===== src/design/drmc_pkg.sv =====
package drmc_pkg;
  // register byte addresses
  localparam logic [7:0] ADDR_MARGIN_LO = 8'h00;
  localparam logic [7:0] ADDR_MARGIN_HI = 8'h04;
  localparam logic [7:0] ADDR_NOMINAL   = 8'h08;
  localparam logic [7:0] ADDR_WINDOW    = 8'h0C;
  localparam logic [7:0] ADDR_STATUS    = 8'h10;
  localparam logic [7:0] ADDR_REF_CFG   = 8'h14;
  localparam logic [7:0] ADDR_MODE      = 8'h18;
  localparam logic [7:0] ADDR_FREQ      = 8'h1C;
  localparam logic [7:0] ADDR_LOOP_STS  = 8'h20;
  // field widths and positions
  localparam int CNT_W          = 22;
  localparam int DIV_W          = 19;
  localparam int FAIL_MASK_BIT  = 20;
  localparam int REF_MODE_LSB   = 6;
  localparam int REF_MAN_BIT    = 4;
  localparam int REVERT_BIT     = 1;
  localparam int HITLESS_BIT    = 0;
  localparam int ACQ_SWAP_BIT   = 7;
  localparam int LOSS_FREE_BIT  = 6;
  localparam int FILT_DIS_BIT   = 3;
  localparam int ENABLE_BIT     = 2;
  // encodings and reset values
  localparam logic [1:0] REF_MODE_MANUAL = 2'h0;
  localparam logic [1:0] REF_MODE_AUTO   = 2'h2;
  localparam logic [1:0] ST_FREERUN      = 2'h0;
  localparam logic [1:0] ST_NORMAL       = 2'h1;
  localparam logic [1:0] ST_HOLDOVER     = 2'h2;
  localparam logic [1:0] ST_WRITE_FREQ   = 2'h3;
  localparam logic [7:0] MODE_RESET      = 8'h81;
  localparam logic [7:0] REF_CFG_RESET   = 8'h00;
  // acquire lasts a fixed number of clocks before normal
  localparam logic [7:0] ACQUIRE_CYCLES  = 8'h3F;
  // window timing, bus responses and loop states
  localparam int WINDOW_MS        = 10;
  localparam int CLOCK_MHZ        = 100;
  localparam int WINDOW_CYCLES    = WINDOW_MS * 1000 * CLOCK_MHZ;
  localparam logic [1:0] AXI_OKAY   = 2'h0;
  localparam logic [1:0] AXI_SLVERR = 2'h2;
  typedef enum logic [4:0] {
    LS_FREERUN  = 5'h01,
    LS_ACQUIRE  = 5'h02,
    LS_NORMAL   = 5'h04,
    LS_HOLDOVER = 5'h08,
    LS_DCO      = 5'h10
  } drmc_loop_t;
endpackage : drmc_pkg


===== src/design/drmc_act_mon.sv =====
`timescale 1ns/100ps
`default_nettype none
module drmc_act_mon
  import drmc_pkg::*;
#(
  parameter int W = 22
)
(
  // clock and reset
  input  wire logic         i_clock,
  input  wire logic         i_arst_n,
  input  wire logic         i_ce,
  // measured clocks
  input  wire logic         i_ref_tick,
  input  wire logic         i_osc_tick,
  // configuration
  input  wire logic [18:0]  i_div_ratio,
  input  wire logic [W-1:0] i_nominal,
  input  wire logic [W-1:0] i_acc_margin,
  input  wire logic [W-1:0] i_rej_margin,
  // status
  output logic              o_fail
);
  logic [18:0]  div_ff;
  logic [W-1:0] cnt_ff;
  logic         fail_ff;
  wire          win_end = i_ref_tick && (div_ff >= i_div_ratio);
  wire [W:0]    diff    = (cnt_ff >= i_nominal) ? {1'b0, cnt_ff - i_nominal}
                                                : {1'b0, i_nominal - cnt_ff};
  wire          accept  = diff <= {1'b0, i_acc_margin};
  wire          reject  = diff >  {1'b0, i_rej_margin};
  wire          disabled = (i_nominal == '0);
  logic         nxt_fail;
  always_comb
  begin
    nxt_fail = fail_ff;
    if (disabled)
      nxt_fail = 1'b1;
    else if (win_end && reject)
      nxt_fail = 1'b1;
    else if (win_end && accept)
      nxt_fail = 1'b0;
  end
  always_ff @(posedge i_clock or negedge i_arst_n)
  begin
    if (!i_arst_n)
    begin
      div_ff  <= '0;
      cnt_ff  <= '0;
      fail_ff <= 1'b1;
    end
    else if (i_ce)
    begin
      fail_ff <= nxt_fail;
      if (i_ref_tick)
        div_ff <= win_end ? '0 : div_ff + 19'h00001;
      if (win_end)
        cnt_ff <= '0;
      else if (i_osc_tick && cnt_ff != '1)
        cnt_ff <= cnt_ff + 1'b1;
    end
  end
  assign o_fail = fail_ff;
  disabled_fails_a: assert property (@(posedge i_clock) disable iff (!i_arst_n)
    (i_ce && disabled) |=> o_fail)
    else $error("disabled monitor not failing");
  window_clears_a: assert property (@(posedge i_clock) disable iff (!i_arst_n)
    (i_ce && win_end) |=> cnt_ff == '0)
    else $error("counter not cleared at window end");
endmodule : drmc_act_mon
`default_nettype wire


===== src/design/drmc_ctrl.sv =====
// The implementer's own choices: the register offsets and register access over AXI4-Lite.
`timescale 1ns/100ps
`default_nettype none
module drmc_ctrl
  import drmc_pkg::*;
(
  // clock, reset, enable
  input  wire logic        i_clock,
  input  wire logic        i_arst_n,
  input  wire logic        i_ce,
  // reference edges (one-cycle pulses) and divided oscillator tick
  input  wire logic        i_input_reference_zero,
  input  wire logic        i_input_reference_one,
  input  wire logic        i_osc_tick,
  // axi4-lite write
  input  wire logic [7:0]  i_awaddr,
  input  wire logic        i_awvalid,
  output logic             o_awready,
  input  wire logic [31:0] i_wdata,
  input  wire logic [3:0]  i_wstrb,
  input  wire logic        i_wvalid,
  output logic             o_wready,
  output logic [1:0]       o_bresp,
  output logic             o_bvalid,
  input  wire logic        i_bready,
  // axi4-lite read
  input  wire logic [7:0]  i_araddr,
  input  wire logic        i_arvalid,
  output logic             o_arready,
  output logic [31:0]      o_rdata,
  output logic [1:0]       o_rresp,
  output logic             o_rvalid,
  input  wire logic        i_rready,
  // loop control
  output logic             o_ref_sel,
  output logic             o_hitless_switch,
  output logic             o_acquire_filter,
  output logic             o_filter_hold,
  output logic             o_loop_clock_en,
  output logic [4:0]       o_loop_state
);
  // ---------------------------------------------------------------
  // registers
  // ---------------------------------------------------------------
  logic [21:0] acc_ff, rej_ff, nom_ff;
  logic [31:0] win_ff;
  logic [7:0]  ref_cfg_ff, mode_ff;
  logic [31:0] freq_ff;
  logic        freq_wr_ff;
  logic [1:0]  fail_ff;
  // ---------------------------------------------------------------
  // axi write path: address and data latched in either order
  // ---------------------------------------------------------------
  logic        aw_ff, w_ff;
  logic [7:0]  awaddr_ff;
  logic [31:0] wdata_ff;
  logic [3:0]  wstrb_ff;
  logic        bvalid_ff;
  logic [1:0]  bresp_ff;
  wire do_write = aw_ff && w_ff && !bvalid_ff;
  wire wr_hit   = (awaddr_ff == ADDR_MARGIN_LO) || (awaddr_ff == ADDR_MARGIN_HI) ||
                  (awaddr_ff == ADDR_NOMINAL)   || (awaddr_ff == ADDR_WINDOW)    ||
                  (awaddr_ff == ADDR_REF_CFG)   || (awaddr_ff == ADDR_MODE)      ||
                  (awaddr_ff == ADDR_FREQ);
  wire [31:0] bmask = {{8{wstrb_ff[3]}}, {8{wstrb_ff[2]}}, {8{wstrb_ff[1]}}, {8{wstrb_ff[0]}}};
  function automatic logic [31:0] merge(input logic [31:0] old, input logic [31:0] nw,
                                        input logic [31:0] m);
    merge = (old & ~m) | (nw & m);
  endfunction : merge
  wire [31:0] m_lo  = merge({10'h000, rej_ff}, wdata_ff, bmask);
  wire [31:0] m_hi  = merge({10'h000, acc_ff}, wdata_ff, bmask);
  wire [31:0] m_nom = merge({10'h000, nom_ff}, wdata_ff, bmask);
  wire [31:0] m_win = merge(win_ff, wdata_ff, bmask);
  assign o_awready = !aw_ff;
  assign o_wready  = !w_ff;
  assign o_bvalid  = bvalid_ff;
  assign o_bresp   = bresp_ff;
  always_ff @(posedge i_clock or negedge i_arst_n)
  begin
    if (!i_arst_n)
    begin
      aw_ff     <= 1'b0;
      w_ff      <= 1'b0;
      bvalid_ff <= 1'b0;
      bresp_ff  <= AXI_OKAY;
      awaddr_ff <= '0;
      wdata_ff  <= '0;
      wstrb_ff  <= '0;
    end
    else if (i_ce)
    begin
      if (i_awvalid && !aw_ff)
      begin
        aw_ff     <= 1'b1;
        awaddr_ff <= i_awaddr;
      end
      if (i_wvalid && !w_ff)
      begin
        w_ff     <= 1'b1;
        wdata_ff <= i_wdata;
        wstrb_ff <= i_wstrb;
      end
      if (do_write)
      begin
        bvalid_ff <= 1'b1;
        bresp_ff  <= wr_hit ? AXI_OKAY : AXI_SLVERR;
      end
      else if (bvalid_ff && i_bready)
      begin
        bvalid_ff <= 1'b0;
        aw_ff     <= 1'b0;
        w_ff      <= 1'b0;
      end
    end
  end
  always_ff @(posedge i_clock or negedge i_arst_n)
  begin
    if (!i_arst_n)
    begin
      acc_ff     <= '0;
      rej_ff     <= '0;
      nom_ff     <= '0;
      win_ff     <= '0;
      ref_cfg_ff <= REF_CFG_RESET;
      mode_ff    <= MODE_RESET;
      freq_ff    <= '0;
      freq_wr_ff <= 1'b0;
    end
    else if (i_ce)
    begin
      freq_wr_ff <= 1'b0;
      if (do_write)
        case (awaddr_ff)
          ADDR_MARGIN_LO: rej_ff <= m_lo[21:0];
          ADDR_MARGIN_HI: acc_ff <= m_hi[21:0];
          ADDR_NOMINAL:   nom_ff <= m_nom[21:0];
          ADDR_WINDOW:    win_ff <= m_win & 32'h0017FFFF;
          ADDR_REF_CFG:   if (wstrb_ff[0]) ref_cfg_ff <= wdata_ff[7:0] & 8'hD3;
          ADDR_MODE:      if (wstrb_ff[0]) mode_ff <= wdata_ff[7:0];
          ADDR_FREQ:
          begin
            freq_ff    <= merge(freq_ff, wdata_ff, bmask);
            freq_wr_ff <= 1'b1;
          end
          default: ;
        endcase
    end
  end
  // ---------------------------------------------------------------
  // activity monitors, one per reference
  // ---------------------------------------------------------------
  wire [1:0] ref_tick = {i_input_reference_one, i_input_reference_zero};
  for (genvar g = 0; g < 2; g++)
  begin : g_mon
    drmc_act_mon #(.W(CNT_W)) u_mon (
      .i_clock      (i_clock),
      .i_arst_n     (i_arst_n),
      .i_ce         (i_ce),
      .i_ref_tick   (ref_tick[g]),
      .i_osc_tick   (i_osc_tick),
      .i_div_ratio  (win_ff[DIV_W-1:0]),
      .i_nominal    (nom_ff),
      .i_acc_margin (acc_ff),
      .i_rej_margin (rej_ff),
      .o_fail       (fail_ff[g])
    );
  end
  wire       mask   = win_ff[FAIL_MASK_BIT];
  wire [1:0] ref_ok = ~fail_ff | {2{mask}};
  // ---------------------------------------------------------------
  // reference selection
  // ---------------------------------------------------------------
  logic sel_ff;
  wire  auto_mode = ref_cfg_ff[REF_MODE_LSB +: 2] == REF_MODE_AUTO;
  wire  revert    = ref_cfg_ff[REVERT_BIT];
  logic nxt_sel;
  always_comb
  begin
    nxt_sel = sel_ff;
    if (!auto_mode)
      nxt_sel = ref_cfg_ff[REF_MAN_BIT];
    else if (!ref_ok[sel_ff] && ref_ok[~sel_ff])
      nxt_sel = ~sel_ff;
    else if (revert && sel_ff && ref_ok[0])
      nxt_sel = 1'b0;
  end
  // ---------------------------------------------------------------
  // loop state
  // ---------------------------------------------------------------
  drmc_loop_t st_ff, nxt_st;
  logic [7:0] acq_ff;
  wire [1:0]  force_st = mode_ff[1:0];
  wire        cur_ok   = ref_ok[nxt_sel];
  always_comb
  begin
    nxt_st = st_ff;
    case (force_st)
      ST_FREERUN:    nxt_st = LS_FREERUN;
      ST_HOLDOVER:   nxt_st = LS_HOLDOVER;
      ST_WRITE_FREQ: nxt_st = LS_DCO;
      default:
        if (!cur_ok)
          nxt_st = mode_ff[LOSS_FREE_BIT] ? LS_FREERUN : LS_HOLDOVER;
        else
          case (st_ff)
            LS_ACQUIRE: nxt_st = (acq_ff == ACQUIRE_CYCLES) ? LS_NORMAL : LS_ACQUIRE;
            LS_NORMAL:  nxt_st = (nxt_sel != sel_ff) ? LS_ACQUIRE : LS_NORMAL;
            default:    nxt_st = LS_ACQUIRE;
          endcase
    endcase
  end
  always_ff @(posedge i_clock or negedge i_arst_n)
  begin
    if (!i_arst_n)
    begin
      sel_ff <= 1'b0;
      st_ff  <= LS_FREERUN;
      acq_ff <= '0;
    end
    else if (i_ce)
    begin
      sel_ff <= nxt_sel;
      st_ff  <= nxt_st;
      acq_ff <= (nxt_st == LS_ACQUIRE && st_ff == LS_ACQUIRE) ? acq_ff + 8'h01 : 8'h00;
    end
  end
  assign o_ref_sel        = sel_ff;
  assign o_loop_state     = st_ff;
  assign o_hitless_switch = ref_cfg_ff[HITLESS_BIT];
  assign o_acquire_filter = mode_ff[ACQ_SWAP_BIT] && st_ff == LS_ACQUIRE;
  assign o_filter_hold    = mode_ff[FILT_DIS_BIT] || freq_wr_ff;
  assign o_loop_clock_en  = mode_ff[ENABLE_BIT];
  // ---------------------------------------------------------------
  // axi read path
  // ---------------------------------------------------------------
  logic        rvalid_ff;
  logic [31:0] rdata_ff;
  logic [1:0]  rresp_ff;
  wire [31:0]  rd_mux =
      (i_araddr == ADDR_MARGIN_LO) ? {10'h000, rej_ff} :
      (i_araddr == ADDR_MARGIN_HI) ? {10'h000, acc_ff} :
      (i_araddr == ADDR_NOMINAL)   ? {10'h000, nom_ff} :
      (i_araddr == ADDR_WINDOW)    ? win_ff :
      (i_araddr == ADDR_STATUS)    ? {30'h0, fail_ff} :
      (i_araddr == ADDR_REF_CFG)   ? {24'h0, ref_cfg_ff} :
      (i_araddr == ADDR_MODE)      ? {24'h0, mode_ff} :
      (i_araddr == ADDR_FREQ)      ? freq_ff :
      (i_araddr == ADDR_LOOP_STS)  ? {26'h0, st_ff, sel_ff} : 32'h0;
  wire rd_hit = (i_araddr <= ADDR_LOOP_STS) && (i_araddr[1:0] == 2'h0);
  assign o_arready = !rvalid_ff;
  assign o_rvalid  = rvalid_ff;
  assign o_rdata   = rdata_ff;
  assign o_rresp   = rresp_ff;
  always_ff @(posedge i_clock or negedge i_arst_n)
  begin
    if (!i_arst_n)
    begin
      rvalid_ff <= 1'b0;
      rdata_ff  <= '0;
      rresp_ff  <= AXI_OKAY;
    end
    else if (i_ce)
    begin
      if (i_arvalid && !rvalid_ff)
      begin
        rvalid_ff <= 1'b1;
        rdata_ff  <= rd_hit ? rd_mux : 32'h0;
        rresp_ff  <= rd_hit ? AXI_OKAY : AXI_SLVERR;
      end
      else if (rvalid_ff && i_rready)
        rvalid_ff <= 1'b0;
    end
  end
  // ---------------------------------------------------------------
  // checks
  // ---------------------------------------------------------------
  manual_select_a: assert property (@(posedge i_clock) disable iff (!i_arst_n)
    (i_ce && !auto_mode) |=> o_ref_sel == $past(ref_cfg_ff[REF_MAN_BIT]))
    else $error("manual select not followed");
  loss_state_a: assert property (@(posedge i_clock) disable iff (!i_arst_n)
    (i_ce && force_st == ST_NORMAL && !cur_ok) |=>
      o_loop_state == ($past(mode_ff[LOSS_FREE_BIT]) ? LS_FREERUN : LS_HOLDOVER))
    else $error("wrong state on reference loss");
  forced_state_a: assert property (@(posedge i_clock) disable iff (!i_arst_n)
    (i_ce && force_st == ST_WRITE_FREQ) |=> o_loop_state == LS_DCO)
    else $error("dco mode not forced");
  freq_hold_a: assert property (@(posedge i_clock) disable iff (!i_arst_n)
    (i_ce && do_write && awaddr_ff == ADDR_FREQ) |=> o_filter_hold)
    else $error("frequency write did not hold filter");
  mask_ok_a: assert property (@(posedge i_clock) disable iff (!i_arst_n)
    (i_ce && mask && force_st == ST_NORMAL) |=>
      (o_loop_state == LS_ACQUIRE || o_loop_state == LS_NORMAL))
    else $error("masked reference not qualified");
  acquire_filter_a: assert property (@(posedge i_clock) disable iff (!i_arst_n)
    !mode_ff[ACQ_SWAP_BIT] |-> !o_acquire_filter)
    else $error("locking filter used while swap off");
endmodule : drmc_ctrl
`default_nettype wire


===== config.mk =====
export PLATFORM = sky130hd
export DESIGN_NAME = drmc_ctrl
export DESIGN_NICKNAME = d
export VERILOG_FILES = /design/src/design/drmc_pkg.sv /design/src/design/drmc_act_mon.sv /design/src/design/drmc_ctrl.sv
export SDC_FILE = /design/constraint.sdc
export NUM_CORES = 1
export LEC_CHECK = 0
export ABC_AREA = 1
export BUFFER_PORTS_ARGS = -buffer_cell sky130_fd_sc_hd__buf_2
export CAP_MARGIN = 10
export CORE_UTILIZATION = 40
export CTS_BUF_LIST = sky130_fd_sc_hd__clkbuf_8
export DETAILED_ROUTE_END_ITERATION = 8
export MAX_ROUTING_LAYER = met4
export SYNTH_ARGS = -nofsm -noshare
export SYNTH_HDL_FRONTEND = slang
export SYNTH_SLANG_ARGS = --single-unit
export TNS_END_PERCENT = 1

===== constraint.sdc =====
create_clock -name i_clock -period 3.56 [get_ports i_clock]
set_clock_uncertainty 0.15 [all_clocks]
set_input_delay 0.356 -clock i_clock [delete_from_list [all_inputs] [get_ports i_clock]]
set_output_delay 0.356 -clock i_clock [all_outputs]
set_load 0.02 [all_outputs]

# == Yosys cells after proc, flatten, opt, wreduce, memory -nomap -nowiden ==
# Index checks and enable logic that the tools add are counted.
# totals
regBits,314
out_inout_bits,51
word_cells,204
# op_classes
add_sub_neg,9
magnitude_cmp,12
eq_ne,24
n_mux,54
bitwise,15
reduce_logical,63
# ops
op,n
32-bit 2-to-1 mux,9
22-bit 2-to-1 mux,6
22-bit subtractor,4
22-bit bitwise AND,3
22-bit OR,3
32-bit bitwise AND,2
8-bit by 5-bit == test with 1-bit output (second input constant),7
23-bit by 22-bit greater-than comparator with 1-bit output,2
23-bit by 22-bit less-or-equal comparator with 1-bit output,2
22-bit by 1-bit adder with 22-bit output (second input constant),2
22-bit >= comparator,2
22-bit inequality test (second input constant),2
19-bit by 1-bit adder with 19-bit output (second input constant),2
19-bit >= comparator,2
19-bit 2-to-1 mux,2
8-bit by 4-bit == test with 1-bit output (second input constant),4
32-bit inverter,1
32-bit OR,1
1-bit 2-to-1 mux,27
2-bit AND reduction,12
22-bit logical NOT,1
21-bit bitwise AND,1
1-bit logical AND,21
21-bit OR,1
27 further kinds,58

# == Longest topological paths before layout ==
# logic_depth
ltp_word,16
mapped_depth,28
depth_no_buf,27

# == By module ==
# Synthesis repeated with hierarchy kept, for this count alone.
# hier_totals
cells_unflattened,3724
area_unflattened_um2,24966.4
# by_module_without_submodules
module,n_inst,cells_per_inst,area_per_inst_um2,seq_area_each_um2
drmc_ctrl,1,1144,10329.9,5709.2
drmc_act_mon at g_mon[1].u_mon,1,1289,7320.8,1052.3
drmc_act_mon at g_mon[0].u_mon,1,1291,7315.8,1052.3

# == Worst setup path before layout ==
# Ideal clock, no wire load.
# synth_path
path_kind,register to register
startpoint,reg g_mon[1].u_mon.cnt_ff[0]
endpoint,reg g_mon[1].u_mon.fail_ff
t_arrival_ns,3.134
required_time_ns,3.333
slack_ns,0.199
stages_incl_launch_ff,25
synth_period_minus_slack_ns,3.361
cell_sequence,dfrtp_1 > inv_1 > ha_1 > inv_1 > fa_1 > inv_1 > o21ai_4 > nand2_1 > nand2_1 > nand4_4 > nand3_2 > nor2_2 > buf_6 > nand2_1 > and2_1 > ha_1 > nand2_1 > nor2_1 > nand3b_1 > nor3_1 > nand2_1 > nand2_1 > inv_1 > o21ai_1 > nand2_1
# synth_via
elab_chain_cells,6
word_cells_on_any_way,12
# synth_rtl
element,line_no,rtl
start: declaration,drmc_act_mon.sv:25,logic [W-1:0] cnt_ff;
start signal: assignment,drmc_act_mon.sv:60,cnt_ff <= cnt_ff + 1'b1;
22-bit subtractor (tied with other cells),drmc_act_mon.sv:29,": {1'b0, i_nominal - cnt_ff};"
22-bit 2-to-1 mux (*),drmc_act_mon.sv:28,"wire [W:0] diff = (cnt_ff >= i_nominal) ? {1'b0, cnt_ff - i_nominal}"
23-bit by 22-bit less-or-equal comparator with 1-bit output or 23-bit by 22-bit greater-than comparator with 1-bit output (tied branches),"drmc_act_mon.sv:30, drmc_act_mon.sv:31",
"1-bit logical AND, on equally long branches","drmc_act_mon.sv:41, drmc_act_mon.sv:39",
3-bit nonzero test (no line) or 1-bit 2-to-1 mux (tied branches),-,
2-bit AND reduction (no line) or 1-bit 2-to-1 mux (tied branches),-,
end signal: assignment,drmc_act_mon.sv:54,fail_ff <= nxt_fail;
end: declaration,drmc_act_mon.sv:26,logic fail_ff;
# Mark *: on every way between the ends. The rest lies on a longest branch, timed or not.
# A chain may end at the register's enable or synchronous reset.

==> impl_metrics.sql <==
INSERT INTO impl_metrics (metric_group, metric, value, unit) VALUES
('logic_synthesis', 'synthArstFlopShare', '100', '%'),
('route', 'route.antenna.remaining_nets', '0', ''),
('clock_tree', 'cts_buffers', '59', ''),
('setup_path', 'critPathRequiredTime', '4.03', 'ns'),
('min_path', 'worst_hold_path_type', 'in -> reg', ''),
('placement', 'io_buffers', '111', ''),
('route', 'drt_first_iter_violations', '2064', ''),
('logic_synthesis', 'synth_top_family_by_area', 'simple AND/OR/NAND/NOR gates', ''),
('layout', 'layout-drive-gt1-share', '26.3', '%'),
('placement', 'dp_hpwl', '75500', 'um'),
('min_path', 'min_delay_worst_endpoint', 'g_mon[1].u_mon.cnt_ff[21]', ''),
('clock_tree', 'clock_tree.htree_level_count', '2', ''),
('setup_path', 'worst-path-max-fanout', '5', ''),
('setup_path', 'reg2reg_slack', '-0.04', 'ns'),
('logic_synthesis', 'synthXorXnorAreaFrac', '3.57', '%'),
('route', 'detail_route.vias_per_cell', '5.17', ''),
('run_status', 'violations', 'negative setup slack', ''),
('grt', 'grt_pass1_vias', '24100', ''),
('placement', 'finalWeightedCongestion', '1.02', ''),
('setup_path', 'criticalPathCategory', 'reg -> reg', ''),
('clock_tree', 'ctsRootBufferMaster', 'sky130_fd_sc_hd__clkbuf_8', ''),
('logic_synthesis', 'synth_enable_flop_cells', '0', ''),
('logic_synthesis', 'synth_cells', '3475', ''),
('floorplanning', 'design.core.area', '60200', 'um2'),
('floorplanning', 'placementRows', '90', ''),
('sta', 'report.final.hold_viol_count', '0', ''),
('grt', 'overflow_after_grt', '0', ''),
('sta', 'endpoints_failing_setup', '2', ''),
('grt', 'antenna_found_initial', '1', ''),
('clock_tree', 'clkTransAtPathRegs', '0.09', 'ns'),
('placement', 'placedCellCount', '4669', ''),
('logic_synthesis', 'synth.cell_area', '24300', 'um2'),
('setup_path', 'worstPathArrival', '4.07', 'ns'),
('logic_synthesis', 'synth_top_flop_cell', 'sky130_fd_sc_hd__dfrtp_1', ''),
('layout', 'finish.net_count', '4331', ''),
('sta', 'number_of_pins_exceeding_their_max_slew_limit_in_the_final_report', '0', ''),
('logic_synthesis', 'syn_avg_cell_area', '7.00', 'um2'),
('logic_synthesis', 'synth-adder-area-share', '11.5', '%'),
('setup_path', 'regToRegEndpoint', 'g_mon[1].u_mon.o_fail', ''),
('logic_synthesis', 'post_synth_mux_area_share', '0.494', '%'),
('floorplanning', 'die_h', '249', 'um'),
('clock_tree', 'insertion_delay', '0.69', 'ns'),
('run_status', 'run_status', 'finished, violations left', ''),
('run', 'number_of_maximum_capacitance_constraint_violations', '0', ''),
('placement', 'dpl_cell_area', '28300', 'um2'),
('sta', 'post-route-worst-setup-slack', '-0.0370', 'ns'),
('layout', 'area_growth', '32.7', '%'),
('clock_tree', 'cts_num_sinks', '312', ''),
('logic_synthesis', 'ys_seq_area_share', '32.1', '%'),
('floorplanning', 'floorplan.initialDensity', '40.4', '%'),
('placement', 'dpl_worst_slack', '-0.407', 'ns'),
('sta', 'final.setup.tns', '-0.0432', 'ns'),
('route', 'detail_route.drc_violations', '0', ''),
('layout', 'finalInstanceArea', '32300', 'um2'),
('sta', 'timing.slew.headroom', '44.2', '%'),
('route', 'routed-via-count', '25200', ''),
('logic_synthesis', 'ys.warnings.count', '0', ''),
('layout', 'layout_commonest_cell', 'sky130_fd_sc_hd__nand2_1', ''),
('grt', 'global_route.usage.total', '31.0', '%'),
('route', 'detail_route.wl_per_cell', '19.7', 'um'),
('setup_path', 'worst_r2r_path_cells', '25', ''),
('layout', 'instances_no_fill', '4882', ''),
('floorplanning', 'die-area', '61800', 'um2'),
('floorplanning', 'io_pins', '114', ''),
('min_path', 'timing.hold.worst_path_depth', '4', ''),
('logic_synthesis', 'synth_seq_cells', '312', ''),
('min_path', 'hold_start', 'i_input_reference_one', ''),
('clock_tree', 'clock_path_buffers', '3', ''),
('floorplanning', 'die-width', '249', 'um'),
('sta', 'unrepaired_setup_endpoints_after_global_routing', 'true', ''),
('logic_synthesis', 'share_of_synthesized_cell_area_in_and_or_nand_and_nor_gates', '30.0', '%');
## what timing repair did
action	4_1_cts	5_1_grt
gates cloned	0	5
setup endpoints to repair	2	2
endpoints found under the hold margin	357	0
resized for setup	48	325
hold buffers	54	0
pin swaps	5	93
buffers inserted	7	33
## logic make-up (layout without fill, tap and decap cells)
group	Yosys count	after routing
AOI/OAI and AO/OA	557	557
xor gates and xnor gates	99	99
adders and majority gates	221	221
buffers and inverters	580	1199
DFF	312	312
muxes	11	11
other	1	7
and+or+nand+nor	1694	1694
## per-layer routing
layer | wire (um) | share of wire, % | track usage (%)
met1 | 41900 | 43 | 39.6
met2 | 45000 | 47 | 50.4
met3 | 5580 | 5.8 | 4.31
met4 | 3860 | 4.0 | 10.8
met5 | 0 | 0 | -
## final cells by class
type                    instances  area, um2
diodes                          5       12.5
clock inverters                33        250
flip-flops and latches        312       7830
fillers                      5873      28000
inverters                     494       1860
well taps                     782        978
multi-input cells            2584      15700
repair buffers                596       4570
clock buffers                  76       1050
## Yosys cell counts, types with 16 or more instances
| library cell | number | share of area [%] |
|---|---|---|
| sky130_fd_sc_hd__nand2_1 | 1015 | 16 |
| sky130_fd_sc_hd__nand2_2 | 19 | 0.49 |
| sky130_fd_sc_hd__xor2_1 | 88 | 3.2 |
| sky130_fd_sc_hd__o211ai_1 | 16 | 0.49 |
| sky130_fd_sc_hd__nor3_1 | 38 | 0.78 |
| sky130_fd_sc_hd__nor2_1 | 286 | 4.4 |
| sky130_fd_sc_hd__buf_2 | 41 | 0.84 |
| sky130_fd_sc_hd__dfrtp_1 | 307 | 32 |
| sky130_fd_sc_hd__o21ai_2 | 22 | 0.79 |
| sky130_fd_sc_hd__clkbuf_1 | 18 | 0.28 |
| sky130_fd_sc_hd__inv_1 | 468 | 7.2 |
| sky130_fd_sc_hd__nor2_2 | 18 | 0.46 |
| sky130_fd_sc_hd__nand4_1 | 59 | 1.5 |
| sky130_fd_sc_hd__o21ai_1 | 108 | 2.2 |
| sky130_fd_sc_hd__a21oi_1 | 237 | 4.9 |
| sky130_fd_sc_hd__nand3_1 | 184 | 3.8 |
| sky130_fd_sc_hd__inv_2 | 24 | 0.37 |
| sky130_fd_sc_hd__o22ai_1 | 17 | 0.44 |
| sky130_fd_sc_hd__ha_1 | 217 | 11 |
| sky130_fd_sc_hd__o21ai_0 | 114 | 2.3 |
## worst max path at each step
stage / from / endpoint / cells after the start
2_1_floorplan: g_mon[1].u_mon.cnt_ff[0] / g_mon[1].u_mon.o_fail / 24
3_3_place_gp: register / g_mon[1].u_mon.o_fail / 22
3_5_place_dp: register / g_mon[1].u_mon.o_fail / 21
4_1_cts: register / g_mon[0].u_mon.o_fail / 27
5_1_grt: g_mon[1].u_mon.cnt_ff[0] / g_mon[1].u_mon.o_fail / 27
6_report: register / g_mon[1].u_mon.o_fail / 25
## stage by stage
step                utilization [%]  hold WS [ns]
CTS                            50.4        0.0623
detailed placement             47.0         0.141
finish                         53.5         0.109
global placement               47.0         0.138
global route                   53.5         0.114
floorplan                         -       -0.0896
## worst max-delay path, stage by stage, from the launching register on
cell and delay [ns]:
sky130_fd_sc_hd__dfrtp_1 0.38, sky130_fd_sc_hd__buf_6 0.11, sky130_fd_sc_hd__ha_4 0.13, sky130_fd_sc_hd__inv_4 0.04, sky130_fd_sc_hd__fa_2 0.40, sky130_fd_sc_hd__inv_2 0.11
sky130_fd_sc_hd__o21ai_4 0.06, sky130_fd_sc_hd__nand2_2 0.09, sky130_fd_sc_hd__nand2_2 0.08, sky130_fd_sc_hd__nand4_4 0.08, sky130_fd_sc_hd__buf_6 0.11, sky130_fd_sc_hd__nand3_4 0.07
sky130_fd_sc_hd__nor2_4 0.13, sky130_fd_sc_hd__buf_12 0.14, sky130_fd_sc_hd__clkbuf_16 0.14, sky130_fd_sc_hd__nand2_1 0.05, sky130_fd_sc_hd__and2_4 0.17, sky130_fd_sc_hd__ha_4 0.27
sky130_fd_sc_hd__nand3_2 0.06, sky130_fd_sc_hd__nand3b_1 0.23, sky130_fd_sc_hd__nor3_2 0.18, sky130_fd_sc_hd__nand2_1 0.06, sky130_fd_sc_hd__nand2_1 0.05, sky130_fd_sc_hd__inv_1 0.03
sky130_fd_sc_hd__o21ai_1 0.10, sky130_fd_sc_hd__nand2_1 0.06
Power is left out: the tool's default activity adds up to more than one toggle a clock period on the data nets, which glitch-free logic cannot reach.
